===== config.mk =====
export PLATFORM = sky130hd
export DESIGN_NAME = tfp_touch_ctrl
export DESIGN_NICKNAME = d
export VERILOG_FILES = /design/src/pkg/tfp_pkg.sv /design/src/rtl/tfp_touch_ctrl.sv /design/src/rtl/tfp_sample_mem.sv
export SDC_FILE = /design/constraint.sdc
export NUM_CORES = 1
export LEC_CHECK = 0
export ABC_AREA = 0
export BUFFER_PORTS_ARGS = -buffer_cell sky130_fd_sc_hd__buf_2
export CAP_MARGIN = 40
export CELL_PAD_IN_SITES_DETAIL_PLACEMENT = 1
export CELL_PAD_IN_SITES_GLOBAL_PLACEMENT = 1
export CORE_AREA = 2 2 193 195
export DETAILED_ROUTE_END_ITERATION = 8
export DIE_AREA = 0 0 195 197
export PLACE_DENSITY = 0.91
export SKIP_CTS_REPAIR_TIMING = 1
export SYNTH_ARGS = -nofsm -noshare
export SYNTH_HDL_FRONTEND = slang
export SYNTH_SLANG_ARGS = --single-unit

===== constraint.sdc =====
create_clock -name clock -period 8.9 [get_ports clock]
set_input_delay 0.89 -clock clock [delete_from_list [all_inputs] [get_ports clock]]
set_output_delay 0.89 -clock clock [all_outputs]
set_load 0.02 [all_outputs]

===== src/pkg/tfp_pkg.sv =====
// constants, register map and carrier types for the touch filter / pwm block
package tfp_pkg;
   // ****************************************
   // register map (byte offsets on the serial register port)
   // ****************************************
   localparam logic [7:0] ADDR_INPUT = 8'h00;
   localparam logic [7:0] ADDR_OUTPUT = 8'h04;
   localparam logic [7:0] ADDR_SENSE = 8'h08;
   localparam logic [7:0] ADDR_COUNT_LO = 8'h0C;
   localparam logic [7:0] ADDR_COUNT_HI = 8'h0D;
   localparam logic [7:0] ADDR_STATUS = 8'h10;
   localparam logic [7:0] ADDR_PWM_A = 8'h18;
   localparam logic [7:0] ADDR_PWM_B = 8'h19;
   localparam logic [7:0] ADDR_PWM_C = 8'h1A;
   localparam logic [7:0] ADDR_PWM_D = 8'h1B;
   localparam logic [7:0] ADDR_COMMAND = 8'hA0;
   localparam logic [7:0] CMD_SAVE = 8'h01;

   // ****************************************
   // field positions and reset values
   // ****************************************
   localparam int SENSE_AVG_EN = 0;
   localparam int SENSE_DEPTH_LSB = 1;
   localparam int SENSE_DROP_EN = 3;
   localparam int STAT_SAVE_BUSY = 0;
   localparam int STAT_BOOTED = 1;
   localparam int STAT_AVG_FULL = 2;
   localparam int STAT_DROPPED = 3;
   localparam logic [7:0] RST_OUTPUT = 8'h00;
   localparam logic [7:0] RST_SENSE = 8'h00;
   localparam logic [7:0] RST_PWM_A = 8'h00;
   localparam logic [7:0] RST_PWM_B = 8'h00;
   localparam logic [7:0] RST_PWM_C = 8'h00;
   localparam logic [7:0] RST_PWM_D = 8'h00;
   localparam logic [3:0] DUTY_MAX = 4'hE;
   localparam logic [3:0] PHASE_LAST = 4'hE;

   // ****************************************
   // timing (clock 40 MHz, 25 ns)
   // ****************************************
   localparam int CLK_PERIOD_NS = 25;
   localparam int ACK_CRIT_MAX_US = 140;
   localparam int ACK_SAVE_MAX_US = 100;
   localparam int BOOT_TIME_US = 100;
   localparam int ACK_CRIT_MAX_CYC = (ACK_CRIT_MAX_US * 1000) / CLK_PERIOD_NS;
   localparam int ACK_SAVE_MAX_CYC = (ACK_SAVE_MAX_US * 1000) / CLK_PERIOD_NS;
   localparam int BOOT_CYC = (BOOT_TIME_US * 1000 + CLK_PERIOD_NS - 1) / CLK_PERIOD_NS;
   localparam int ACK_LATENCY_CYC = 1;

   // ****************************************
   // types
   // ****************************************
   typedef enum logic [1:0] {
      PWM_NORMAL = 2'h0,
      PWM_SINGLE = 2'h1,
      PWM_DELAYED = 2'h2,
      PWM_TOGGLE = 2'h3
   } pwmMode_e;

   typedef enum logic [1:0] {
      CTL_BOOT = 2'h0,
      CTL_READY = 2'h1,
      CTL_SAVE = 2'h3
   } ctlState_e;

   typedef struct packed {
      logic wr;
      logic [7:0] addr;
      logic [7:0] data;
   } regReq_s;

   typedef struct packed {
      logic ack;
      logic [7:0] data;
   } regRsp_s;
endpackage


===== src/rtl/tfp_touch_ctrl.sv =====
// register port, save control, sample filters and gpio pwm of the touch controller
//
// Function
// - critical registers acknowledged within 140 us
// - save command acknowledged within 100 us
// - nothing else accepted until save completes
// - optional averaging over 2,4,8,16 samples
// - drop samples whose scan saw traffic
// - pwm may be routed onto gpio pins
// - fifteen selectable pwm duty settings
// - modes normal, single, delayed, toggle
// - pwm settings at registers 18h-1Bh
`timescale 1ns/10ps
`default_nettype none
module tfp_touch_ctrl #(
   parameter int NUM_GPIO = 8,
   parameter int COUNT_W = 16,
   parameter int BOOT_CYCLES = tfp_pkg::BOOT_CYC,
   parameter int CRIT_ACK_MAX = tfp_pkg::ACK_CRIT_MAX_CYC,
   parameter int SAVE_ACK_MAX = tfp_pkg::ACK_SAVE_MAX_CYC
) (
   // clock and reset
   input wire logic clock,
   input wire logic rst,
   // register port from the serial slave front end
   input wire logic reqValid,
   input wire tfp_pkg::regReq_s req,
   output tfp_pkg::regRsp_s rsp,
   output logic portReady,
   // nonvolatile store
   output logic nvmSaveStart,
   input wire logic nvmSaveDone,
   // sensing core
   input wire logic scanStart,
   input wire logic rawValid,
   input wire logic [COUNT_W-1:0] rawCount,
   output logic filtValid,
   output logic [COUNT_W-1:0] filtCount,
   // general purpose pins
   input wire logic [NUM_GPIO-1:0] gpioIn,
   output logic [NUM_GPIO-1:0] gpioOut
);
   localparam int SUM_W = COUNT_W + 4;

   initial begin
      if (NUM_GPIO < 1 || NUM_GPIO > 8) $error("tfp_touch_ctrl: NUM_GPIO must be 1..8");
      if (COUNT_W < 8 || COUNT_W > 16) $error("tfp_touch_ctrl: COUNT_W must be 8..16");
      if (BOOT_CYCLES < 1) $error("tfp_touch_ctrl: BOOT_CYCLES must be positive");
      if (CRIT_ACK_MAX < tfp_pkg::ACK_LATENCY_CYC) $error("tfp_touch_ctrl: ack limit too short");
      if (SAVE_ACK_MAX < tfp_pkg::ACK_LATENCY_CYC) $error("tfp_touch_ctrl: save ack limit too short");
   end

   // number of samples in the window, as a shift amount
   function automatic logic [2:0] depthShift(input logic [1:0] code);
      depthShift = {1'b0, code} + 3'h1;
   endfunction

   // ****************************************
   // control state: boot, ready, save
   // ****************************************
   tfp_pkg::ctlState_e state_q, state_d;
   logic [$clog2(BOOT_CYCLES+1)-1:0] bootCnt_q;
   logic bootDone;
   logic take;
   logic isSave;

   assign bootDone = (bootCnt_q == ($clog2(BOOT_CYCLES+1))'(BOOT_CYCLES));
   // requests arriving during boot or an unfinished save are not taken
   assign portReady = (state_q == tfp_pkg::CTL_READY);
   assign take = reqValid && portReady;
   assign isSave = take && req.wr && req.addr == tfp_pkg::ADDR_COMMAND && req.data == tfp_pkg::CMD_SAVE;

   // next state
   always_comb begin
      state_d = state_q;
      unique case (state_q)
         tfp_pkg::CTL_BOOT: begin
            if (bootDone) state_d = tfp_pkg::CTL_READY;
         end
         tfp_pkg::CTL_READY: begin
            if (isSave) state_d = tfp_pkg::CTL_SAVE;
         end
         tfp_pkg::CTL_SAVE: begin
            if (nvmSaveDone) state_d = tfp_pkg::CTL_READY;
         end
         default: state_d = tfp_pkg::CTL_BOOT;
      endcase
   end

   // state and boot timer
   always_ff @(posedge clock) begin
      if (rst) begin
         state_q <= tfp_pkg::CTL_BOOT;
         bootCnt_q <= '0;
      end else begin
         state_q <= state_d;
         if (!bootDone) bootCnt_q <= bootCnt_q + 1'b1;
      end
   end

   // ****************************************
   // registers
   // ****************************************
   logic [7:0] outReg_q, sense_q, pwmA_q, pwmB_q, pwmC_q, pwmD_q;
   logic dropped_q;
   logic avgFull;
   logic [7:0] gpioInByte, countHi, countLo, statusByte;
   logic [7:0] rdMux;
   logic wrOutput, wrSense, wrPwmA, wrPwmB, wrPwmC, wrPwmD;

   assign wrOutput = take && req.wr && req.addr == tfp_pkg::ADDR_OUTPUT;
   assign wrSense = take && req.wr && req.addr == tfp_pkg::ADDR_SENSE;
   assign wrPwmA = take && req.wr && req.addr == tfp_pkg::ADDR_PWM_A;
   assign wrPwmB = take && req.wr && req.addr == tfp_pkg::ADDR_PWM_B;
   assign wrPwmC = take && req.wr && req.addr == tfp_pkg::ADDR_PWM_C;
   assign wrPwmD = take && req.wr && req.addr == tfp_pkg::ADDR_PWM_D;

   assign gpioInByte = 8'(gpioIn);
   assign countLo = filtCount[7:0];
   assign countHi = 8'(filtCount[COUNT_W-1:8]);
   assign statusByte = {4'h0, dropped_q, avgFull, bootDone, state_q == tfp_pkg::CTL_SAVE};

   // read selection; unmapped addresses read as zero
   assign rdMux = (req.addr == tfp_pkg::ADDR_INPUT) ? gpioInByte :
                  (req.addr == tfp_pkg::ADDR_OUTPUT) ? outReg_q :
                  (req.addr == tfp_pkg::ADDR_SENSE) ? sense_q :
                  (req.addr == tfp_pkg::ADDR_COUNT_LO) ? countLo :
                  (req.addr == tfp_pkg::ADDR_COUNT_HI) ? countHi :
                  (req.addr == tfp_pkg::ADDR_STATUS) ? statusByte :
                  (req.addr == tfp_pkg::ADDR_PWM_A) ? pwmA_q :
                  (req.addr == tfp_pkg::ADDR_PWM_B) ? pwmB_q :
                  (req.addr == tfp_pkg::ADDR_PWM_C) ? pwmC_q :
                  (req.addr == tfp_pkg::ADDR_PWM_D) ? pwmD_q : 8'h00;

   // every taken access, save included, is answered on the next edge
   always_ff @(posedge clock) begin
      if (rst) begin
         rsp <= '0;
      end else begin
         rsp.ack <= take;
         rsp.data <= (take && !req.wr) ? rdMux : rsp.data;
      end
   end

   // one start pulse towards the store per save command
   always_ff @(posedge clock) begin
      if (rst) nvmSaveStart <= 1'b0;
      else nvmSaveStart <= isSave;
   end

   // writable registers
   always_ff @(posedge clock) begin
      if (rst) begin
         outReg_q <= tfp_pkg::RST_OUTPUT;
         sense_q <= tfp_pkg::RST_SENSE;
         pwmA_q <= tfp_pkg::RST_PWM_A;
         pwmB_q <= tfp_pkg::RST_PWM_B;
         pwmC_q <= tfp_pkg::RST_PWM_C;
         pwmD_q <= tfp_pkg::RST_PWM_D;
      end else begin
         if (wrOutput) outReg_q <= req.data;
         if (wrSense) sense_q <= req.data;
         if (wrPwmA) pwmA_q <= req.data;
         if (wrPwmB) pwmB_q <= req.data;
         if (wrPwmC) pwmC_q <= req.data;
         if (wrPwmD) pwmD_q <= req.data;
      end
   end

   // ****************************************
   // drop-sample filter
   // ****************************************
   logic scanning_q, dirty_q, inScan, accept;

   assign inScan = scanning_q || scanStart;
   assign accept = rawValid && !(sense_q[tfp_pkg::SENSE_DROP_EN] && (dirty_q || take));

   // traffic seen while a scan runs marks its sample; a new start wins over the end
   always_ff @(posedge clock) begin
      if (rst) begin
         scanning_q <= 1'b0;
         dirty_q <= 1'b0;
         dropped_q <= 1'b0;
      end else begin
         scanning_q <= scanStart || (scanning_q && !rawValid);
         dirty_q <= (take && inScan && !rawValid) || (scanStart && take) ||
                    (dirty_q && !rawValid && !scanStart);
         if (rawValid) dropped_q <= !accept;
      end
   end

   // ****************************************
   // averaging filter
   // ****************************************
   logic avgEn;
   logic [2:0] shift;
   logic [4:0] depthN, fill_q;
   logic [3:0] wp_q, rdAddr;
   logic [COUNT_W-1:0] new_q, oldRd, oldVal;
   logic stage1_q;
   logic [SUM_W-1:0] sum_q, sumNext;

   assign avgEn = sense_q[tfp_pkg::SENSE_AVG_EN];
   assign shift = depthShift(sense_q[tfp_pkg::SENSE_DEPTH_LSB +: 2]);
   assign depthN = 5'h01 << shift;
   assign rdAddr = wp_q - 4'(depthN);
   assign avgFull = (fill_q == depthN);
   assign oldVal = avgFull ? oldRd : '0;
   assign sumNext = sum_q + SUM_W'(new_q) - SUM_W'(oldVal);

   tfp_sample_mem #(
      .WIDTH(COUNT_W),
      .DEPTH(16)
   ) u_window (
      .clock(clock),
      .wrEn(stage1_q),
      .wrAddr(wp_q),
      .wrData(new_q),
      .rdAddr(rdAddr),
      .rdData(oldRd)
   );

   // window bookkeeping; changing depth or enable restarts the window
   always_ff @(posedge clock) begin
      if (rst || wrSense) begin
         stage1_q <= 1'b0;
         new_q <= '0;
         wp_q <= '0;
         fill_q <= '0;
         sum_q <= '0;
      end else begin
         stage1_q <= accept && avgEn;
         if (accept) new_q <= rawCount;
         if (stage1_q) begin
            sum_q <= sumNext;
            wp_q <= wp_q + 4'h1;
            if (!avgFull) fill_q <= fill_q + 5'h01;
         end
      end
   end

   // result: averaged window, or the raw count when the filter is off
   always_ff @(posedge clock) begin
      if (rst) begin
         filtValid <= 1'b0;
         filtCount <= '0;
      end else begin
         filtValid <= (accept && !avgEn) || stage1_q;
         if (accept && !avgEn) filtCount <= rawCount;
         else if (stage1_q) filtCount <= COUNT_W'(sumNext >> shift);
      end
   end

   // ****************************************
   // pwm generator
   // ****************************************
   tfp_pkg::pwmMode_e mode;
   logic [3:0] target, level_q, phase_q;
   logic [7:0] pre_q;
   logic tick, periodEnd, cmp, armed_q, running_q, tff_q, pwm_d, pwm_q;

   assign mode = tfp_pkg::pwmMode_e'(pwmB_q[1:0]);
   // codes above the top setting clamp, leaving fifteen distinct levels
   assign target = (pwmA_q[3:0] > tfp_pkg::DUTY_MAX) ? tfp_pkg::DUTY_MAX : pwmA_q[3:0];
   // at or above the limit, so lowering the prescale mid-count cannot stall for a full wrap
   assign tick = (pre_q >= pwmD_q);
   assign periodEnd = tick && (phase_q == tfp_pkg::PHASE_LAST);
   assign cmp = (phase_q <= level_q);

   // output per mode
   always_comb begin
      unique case (mode)
         tfp_pkg::PWM_NORMAL: pwm_d = cmp;
         tfp_pkg::PWM_SINGLE: pwm_d = running_q && cmp;
         tfp_pkg::PWM_DELAYED: pwm_d = cmp;
         tfp_pkg::PWM_TOGGLE: pwm_d = tff_q;
      endcase
   end

   // prescaler and fifteen-step phase
   always_ff @(posedge clock) begin
      if (rst) begin
         pre_q <= 8'h00;
         phase_q <= 4'h0;
      end else begin
         pre_q <= tick ? 8'h00 : pre_q + 8'h01;
         if (tick) phase_q <= (phase_q == tfp_pkg::PHASE_LAST) ? 4'h0 : phase_q + 4'h1;
      end
   end

   // level tracking, single-pulse arming and toggle flop
   always_ff @(posedge clock) begin
      if (rst) begin
         level_q <= 4'h0;
         armed_q <= 1'b0;
         running_q <= 1'b0;
         tff_q <= 1'b0;
         pwm_q <= 1'b0;
      end else begin
         // delayed transition walks one step per period so leds fade
         if (mode != tfp_pkg::PWM_DELAYED) level_q <= target;
         else if (periodEnd && level_q < target) level_q <= level_q + 4'h1;
         else if (periodEnd && level_q > target) level_q <= level_q - 4'h1;
         // a write of the mode register arms one pulse at the next period
         if (wrPwmB) armed_q <= 1'b1;
         else if (periodEnd) armed_q <= 1'b0;
         if (periodEnd) running_q <= armed_q && mode == tfp_pkg::PWM_SINGLE;
         if (tick && phase_q == level_q) tff_q <= !tff_q;
         pwm_q <= pwm_d;
      end
   end

   // ****************************************
   // gpio output routing
   // ****************************************
   always_ff @(posedge clock) begin
      if (rst) begin
         gpioOut <= '0;
      end else begin
         for (int i = 0; i < NUM_GPIO; i++) begin
            gpioOut[i] <= pwmC_q[i] ? pwm_q : outReg_q[i];
         end
      end
   end
endmodule // tfp_touch_ctrl
`default_nettype wire


===== src/rtl/tfp_sample_mem.sv =====
// small sample memory for the averaging window, registered read
`timescale 1ns/10ps
`default_nettype none
module tfp_sample_mem #(
   parameter int WIDTH = 16,
   parameter int DEPTH = 16
) (
   // clock
   input wire logic clock,
   // write side
   input wire logic wrEn,
   input wire logic [$clog2(DEPTH)-1:0] wrAddr,
   input wire logic [WIDTH-1:0] wrData,
   // read side
   input wire logic [$clog2(DEPTH)-1:0] rdAddr,
   output logic [WIDTH-1:0] rdData
);
   logic [WIDTH-1:0] mem [DEPTH];

   initial begin
      if (DEPTH < 2 || WIDTH < 1) $error("tfp_sample_mem: bad size");
   end

   // ****************************************
   // storage
   // ****************************************
   // no reset on the array: unwritten words are masked by the fill count
   always_ff @(posedge clock) begin
      if (wrEn) begin
         mem[wrAddr] <= wrData;
      end
      rdData <= mem[rdAddr];
   end
endmodule // tfp_sample_mem
`default_nettype wire


### Yosys cells after proc, flatten, opt, wreduce, memory -nomap -nowiden

Memories as Yosys holds them, arrays and structs flattened. A register that Yosys moved wholly into a read port is not among the register bits.
Cells that the tools add are included.

| storage, ports and cells | value |
|---|---|
| register bits | 166 |
| bits in latches | 0 |
| RAM bits | 256 |
| ROM bits | 0 |
| input bits | 47 |
| output and inout port bits | 36 |
| word-level logic and storage cells | 159 |
| memories | 1 |

Memories:

| memory | words | bits a word | read ports | clocked after memory_dff | write ports | line | text |
|---|---|---|---|---|---|---|---|
| u_window.mem | 16 | 16 | 1 | 1 | 1 | tfp_sample_mem.sv:18 | `logic [WIDTH-1:0] mem [DEPTH];` |

| cells by class | value |
|---|---|
| add/sub/neg operators | 11 |
| $mul | 0 |
| divide/modulo/power cells | 0 |
| magnitude comparators | 5 |
| equality and inequality tests | 24 |
| shift-type cells | 2 |
| mux-type cells | 35 |
| bitwise logic cells | 1 |
| reduce and logical (&&, ||, !) cells | 51 |

Operators with widths:

| kind | number |
|---|---|
| 8-bit 2-to-1 mux | 10 |
| 16-bit 2-to-1 mux | 3 |
| 8-bit by 5-bit == test with 1-bit output, second input constant | 5 |
| 1-bit logical AND | 27 |
| 8-bit by 4-bit == test with 1-bit output, second input constant | 3 |
| 20-bit by 16-bit adder with 20-bit output | 1 |
| 4-bit 2-to-1 mux | 5 |
| 20-bit by 3-bit right shift with 16-bit output | 1 |
| 20-bit by 16-bit subtractor with 20-bit output | 1 |
| 12-bit by 1-bit adder with 12-bit output, second input constant | 1 |
| 4-bit by 1-bit adder with 4-bit output, second input constant | 3 |
| 12-bit == test, second input constant | 1 |
| 1-bit 2-to-1 mux | 12 |
| 8-bit by 1-bit adder with 8-bit output, second input constant | 1 |
| 8-bit by 1-bit == test with 1-bit output, second input constant | 1 |
| 8-bit by 3-bit == test with 1-bit output, second input constant | 1 |
| 8-bit == test, second input constant | 1 |
| 8-bit >= comparator | 1 |
| 8-bit zero test | 1 |
| 1-bit zero test | 7 |
| 1-bit logical OR | 7 |
| 2-bit == test, second input constant | 3 |
| 2-bit 2-to-1 mux | 3 |
| 2-bit != test, second input constant | 3 |
| 23 further kinds | 27 |

### Longest topological paths before layout

| logic depth | value |
|---|---|
| depth in word-level cells | 11 |
| gate-level depth with buffers | 22 |

### By module

A second synthesis with hierarchy kept.

| unflattened totals | value |
|---|---|
| cell total of the unflattened synthesis | 1580 |
| area total of the unflattened synthesis | 19760.2 um^2 |

By module, submodules not included:

| module | instances | cells each | area an instance (um^2) | sequential area each (um^2) |
|---|---|---|---|---|
| tfp_sample_mem | 1 | 432 | 10042.1 | 8007.7 |
| tfp_touch_ctrl | 1 | 1148 | 9718.1 | 3323.2 |

### Worst setup path after synthesis

No wires, ideal clock.

| timing | value |
|---|---|
| path type | flip-flop to flip-flop |
| from | register sense_q[1] |
| to | register sum_q[19] |
| arrival time | 4.332 ns |
| required time | 8.784 ns |
| setup slack | 4.452 ns |
| stages on the path, launching flop included | 21 |
| buffers on the path | 3 |
| path through | dfxtp_1 > inv_1 > clkbuf_1 > nand2_1 > nor2_1 > mux2i_1 > nor3_1 > clkbuf_1 > nand2_1 > fa_1 > ha_1 > clkbuf_1 > a21o_1 > a31oi_1 > a21oi_1 > o31ai_1 > o211ai_1 > a21oi_1 > xnor2_1 > a21oi_1 > a31o_2 |

| between the ends | value |
|---|---|
| word-level cells in the longest chain between the ends | 5 |

Ends and longest elaborated chain:

| element | line | text |
|---|---|---|
| start, declared | tfp_touch_ctrl.sv:104 | `logic [7:0] outReg_q, sense_q, pwmA_q, pwmB_q, pwmC_q, pwmD_q;` |
| start signal, assigned | tfp_touch_ctrl.sv:155 | `sense_q <= tfp_pkg::RST_SENSE;` |
| start signal, assigned | tfp_touch_ctrl.sv:162 | `if (wrSense) sense_q <= req.data;` |
| 2-bit by 1-bit adder with 3-bit output | tfp_touch_ctrl.sv:55 | `depthShift = {1'b0, code} + 3'h1;` |
| 1-bit by 3-bit left shift with 5-bit output | tfp_touch_ctrl.sv:205 | `assign depthN = 5'h01 << shift;` |
| 5-bit == test | tfp_touch_ctrl.sv:207 | `assign avgFull = (fill_q == depthN);` |
| 16-bit 2-to-1 mux | tfp_touch_ctrl.sv:208 | `assign oldVal = avgFull ? oldRd : '0;` |
| 20-bit by 16-bit subtractor with 20-bit output | tfp_touch_ctrl.sv:209 | `assign sumNext = sum_q + SUM_W'(new_q) - SUM_W'(oldVal);` |
| end signal, assigned | tfp_touch_ctrl.sv:235 | `sum_q <= sumNext;` |
| end, declared | tfp_touch_ctrl.sv:201 | `logic [SUM_W-1:0] sum_q, sumNext;` |

Every way passes these cells.
A chain may end at the register's enable or synchronous reset.

### Final worst setup path

| timing | value |
|---|---|
| from | register sense_q[2] |
| to | register filtCount[9] |

| between the ends | value |
|---|---|
| word-level cells in the longest chain between the ends | 8 |

Ends and longest elaborated chain:

| element | line | text |
|---|---|---|
| 2-bit by 1-bit adder with 3-bit output (*) | tfp_touch_ctrl.sv:55 |  |
| 1-bit by 3-bit left shift with 5-bit output | tfp_touch_ctrl.sv:205 |  |
| 5-bit == test | tfp_touch_ctrl.sv:207 |  |
| 16-bit 2-to-1 mux | tfp_touch_ctrl.sv:208 |  |
| 20-bit by 16-bit subtractor with 20-bit output | tfp_touch_ctrl.sv:209 |  |
| 20-bit by 3-bit right shift with 16-bit output (*) | tfp_touch_ctrl.sv:250 | `else if (stage1_q) filtCount <= COUNT_W'(sumNext >> shift);` |
| 16-bit 2-to-1 mux (*) | tfp_touch_ctrl.sv:250 |  |
| 16-bit 2-to-1 mux (*) | tfp_touch_ctrl.sv:249 | `if (accept && !avgEn) filtCount <= rawCount;` |
| end signal, assigned | tfp_touch_ctrl.sv:249 |  |
| end signal, assigned | tfp_touch_ctrl.sv:250 |  |
| end, declared | tfp_touch_ctrl.sv:38 | `output logic [COUNT_W-1:0] filtCount,` |

Mark *: on every way between the ends. The rest lies on a longest branch, timed or not. The select of a mux whose other input is x is not followed.

==> key figures <==
Routing
  • Via density: 6.90
  • Met2 routed WL: around 33000 um
  • Final wirelength: between 60000 and 70000 um
  • Starting DRT DRC Count: about 2k
  • M1 WL: 24100 um
  • Final antenna-violating net count: 0
  • Drt pass-1 iters: 6
  • Max Used Layer: met5
  • DRC: 0
  • Vias post-DR: around 15k
  • Met3 WL: between 7000 and 8000 um
  • WL/cell: between 30 and 40 um

Pwr
  • Leakage: 8.15 nW
  • Combinational Power Share: 8.3%
  • Sequential power share: between 40% and 50%
  • Psw: ~0.0012 W
  • Clk pwr share: between 40% and 50%
  • Sw Ratio: 25.9%
  • Pwr/cell area: approximately 200 nW/um^2
  • Internal: 0.00332 W
  • VDD IR max: ~0.14 mV
  • Total power: approximately 0.0045 W

GRT
  • Vias in the first global route: around 16k
  • Global-route wire length before repair: 104000 um
  • Total GRT Usage: 36.8%
  • Pin count of the biggest net entering global routing: 63
  • Antenna violations before repair: 5
  • Total gr overflow: 0

Timing
  • RSZ-0062 raised after global routing: no
  • Final setup TNS: 0 ns
  • Layout Skew: ~0.041 ns
  • Final worst path period need: approximately 7 ns
  • Final Hold Viols: 0
  • Final setup violation count: 0
  • Hold_ws: approximately 0.47 ns
  • Worst Max-Slew Pin Slew: roughly 0.97 ns
  • Slew Limit Fails: 0
  • Peak Freq: 144 MHz
  • Max transition margin: about a third
  • Period Utilization, post-route: between 70% and 80%

Synth
  • Sequential area share after synthesis: between 50 and 60%
  • Synthesis warning total: 0
  • Synth area leaders: edfxtp_1 39%, dfxtp_1 19%, mux4_2 7.7%, mux2i_1 4.5%, ha_1 3.1%
  • Ys flop type: edfxtp_1
  • Post-Syn Area: 19700 sq um
  • Area leader, netlist: edfxtp_1
  • Syn_nets: ~1.7k
  • Synth unique cells: between 70 and 80
  • Post-synth ARST share: 0%
  • Mapped Cells: roughly 1.6k
  • Syn_area_per_cell: 12.4 sq um
  • Synth top area share: between 30 and 40%
  • Post-synth EDFFs: 256
  • Post-synthesis register bit count: ~440

Place
  • Port bufs: just over 80
  • DP Area: ~21000 sq um
  • RePlAce Congestion: 0.860
  • DP HPWL: about 42000 um

Die
  • Core box area: about 36000 sq um
  • Row count: 70
  • # IOs: 83
  • Starting Density: 54.2%
  • Die area: between 30000 and 40000 sq um
  • Die H: between 150 and 200 um
  • Die width: approximately 200 um

Worst setup path
  • Reg-to-reg endpoint: filtCount[9]
  • Setup slack, reg-to-reg: roughly 2.0 ns
  • R2R cell count: 21
  • R2R Path Start: sense_q[2]
  • WP data required: around 9.4 ns
  • Worst-path maximum fanout: 20
  • Crit path DAT: approximately 7.4 ns
  • Critical Path Sink Type: flop
  • Critical path origin: sense_q[2]
  • WS Path Type: reg -> reg
  • CP Launch Type: flop

Final layout
  • Design area: about 22000 sq um
  • Layout cell share with drive strength beyond 1: between 10% and 20%
  • Commonest non-fill, non-tap cell in the layout: edfxtp_1
  • Final core occ: 61.5%
  • Layout area overhead: 13.3%
  • Fin nets: between 1.5k and 2k
  • Commonest non-fill, non-tap cells in the layout: 256 x edfxtp_1, 181 x dfxtp_1, 162 x nor2_1

Clocking
  • Num CTS Buffers: 45
  • Worst skew pair latency: around 0.63 ns
  • Clock Sinks: approximately 440
  • CTS tree: yes
  • Root Buffer: clkbuf_16
  • Clock tree buffer depth: 3
  • H-tree Lvls: 2
  • Clk slew on worst S/H paths: 0.06 ns

Worst hold path
  • Hold Crit Depth: 2
  • Worst Hold Launch: running_q
  • Hold Path End: running_q
  • Worst Hold Class: reg -> reg

Outcome
  • Status: complete, no violations

Job
  • Max cap viols: 0
-- sequential cells by signal, summed over array words and instances, names as in the netlist, 2 cells and up --
name             flops
u_window.mem       256
sum_q               20
filtCount           16
new_q               16
u_window.rdData     16
bootCnt_q           12
rsp                  9
gpioOut              8
outReg_q             8
pre_q                8
pwmA_q               8
pwmB_q               8
pwmC_q               8
pwmD_q               8
sense_q              8
fill_q               5
level_q              4
phase_q              4
wp_q                 4
state_q              2
-- per-layer routing --
layer,GRT usage (%),up-vias
li1,-,5961
met1,44.3,7434
met2,59.2,1186
met3,8.97,425
met4,24.1,8
met5,1.40,-
-- final cells by class --
cell class / count / area, sq um
fillers: 3607 / 14000
flip-flops and latches: 438 / 11300
multi-input cells: 969 / 7690
clock buffers: 60 / 1210
repair buffers: 116 / 865
well taps: 468 / 586
inverters: 100 / 375
clock inverters: 23 / 220
diodes: 2 / 5.00
-- cell usage after synthesis, drive strengths merged, types with 8 or more instances --
library cell / count
a211oi: 40
a21o: 15
a21oi: 94
a221oi: 11
a22oi: 12
and2: 38
and3: 16
buf: 26
clkbuf: 52
dfxtp: 182
edfxtp: 256
fa: 18
ha: 49
inv: 99
mux2: 10
mux2i: 89
mux4: 67
nand2: 84
nand2b: 8
nand3: 42
nand4: 8
nor2: 163
nor2b: 26
nor3: 21
o21ai: 32
xnor2: 22
xor2: 22
-- through the flow --
step                std cells  worst slack [ns]
finish                   2176              1.95
global placement         2066              3.40
CTS                      2173              2.67
floorplan                1585              4.45
detailed placement       2090              3.29
global route             2175              2.05
-- worst max-delay path by stage --
stage                                to  slack, ns  cells after the start
after floorplan               sum_q[19]       4.45                     20
after global placement        sum_q[19]       3.40                     17
after detailed placement  filtCount[13]       3.29                     19
after CTS                  filtCount[9]       2.67                     21
after global routing       filtCount[9]       2.05                     21
final                      filtCount[9]       1.95                     21
-- power by group through the flow --
stage	clock, W	sequential, W	combinational [W]
global route	0.00197	0.00220	0.000380
global placement	0	0.00223	0.000293
floorplan	0	0.00223	0.000208
finish	0.00190	0.00220	0.000371
detailed placement	0	0.00224	0.000324
CTS	0.00190	0.00219	0.000348
-- worst max-delay path, cell delays in order (launching register included) --
cell       delay, ns
dfxtp_1         0.88
clkinv_1        0.73
nand2_1         0.45
nor2_1          0.11
mux2i_1         0.25
nor3_2          0.11
buf_4           0.22
and2_1          0.19
ha_1            0.28
inv_1           0.11
ha_1            0.27
inv_1           0.08
fa_1            0.42
nor2b_1         0.27
o2111ai_1       0.30
a21o_1          0.30
nand2_1         0.10
xor2_1          0.42
mux2i_1         0.32
nor2_1          0.46
o21ai_0         0.17
a211oi_1        0.34
-- kinds of logic after synthesis --
logic type | synth area share [%]
DFF | 57.6
AOI/OAI and AO/OA | 8.73
buffers and inverters | 3.49
other | 0.0191
muxes | 12.8
xor gates and xnor gates | 1.96
and+or+nand+nor | 10.5
adders and majority gates | 4.95
(Power assumes the default switching activity.)
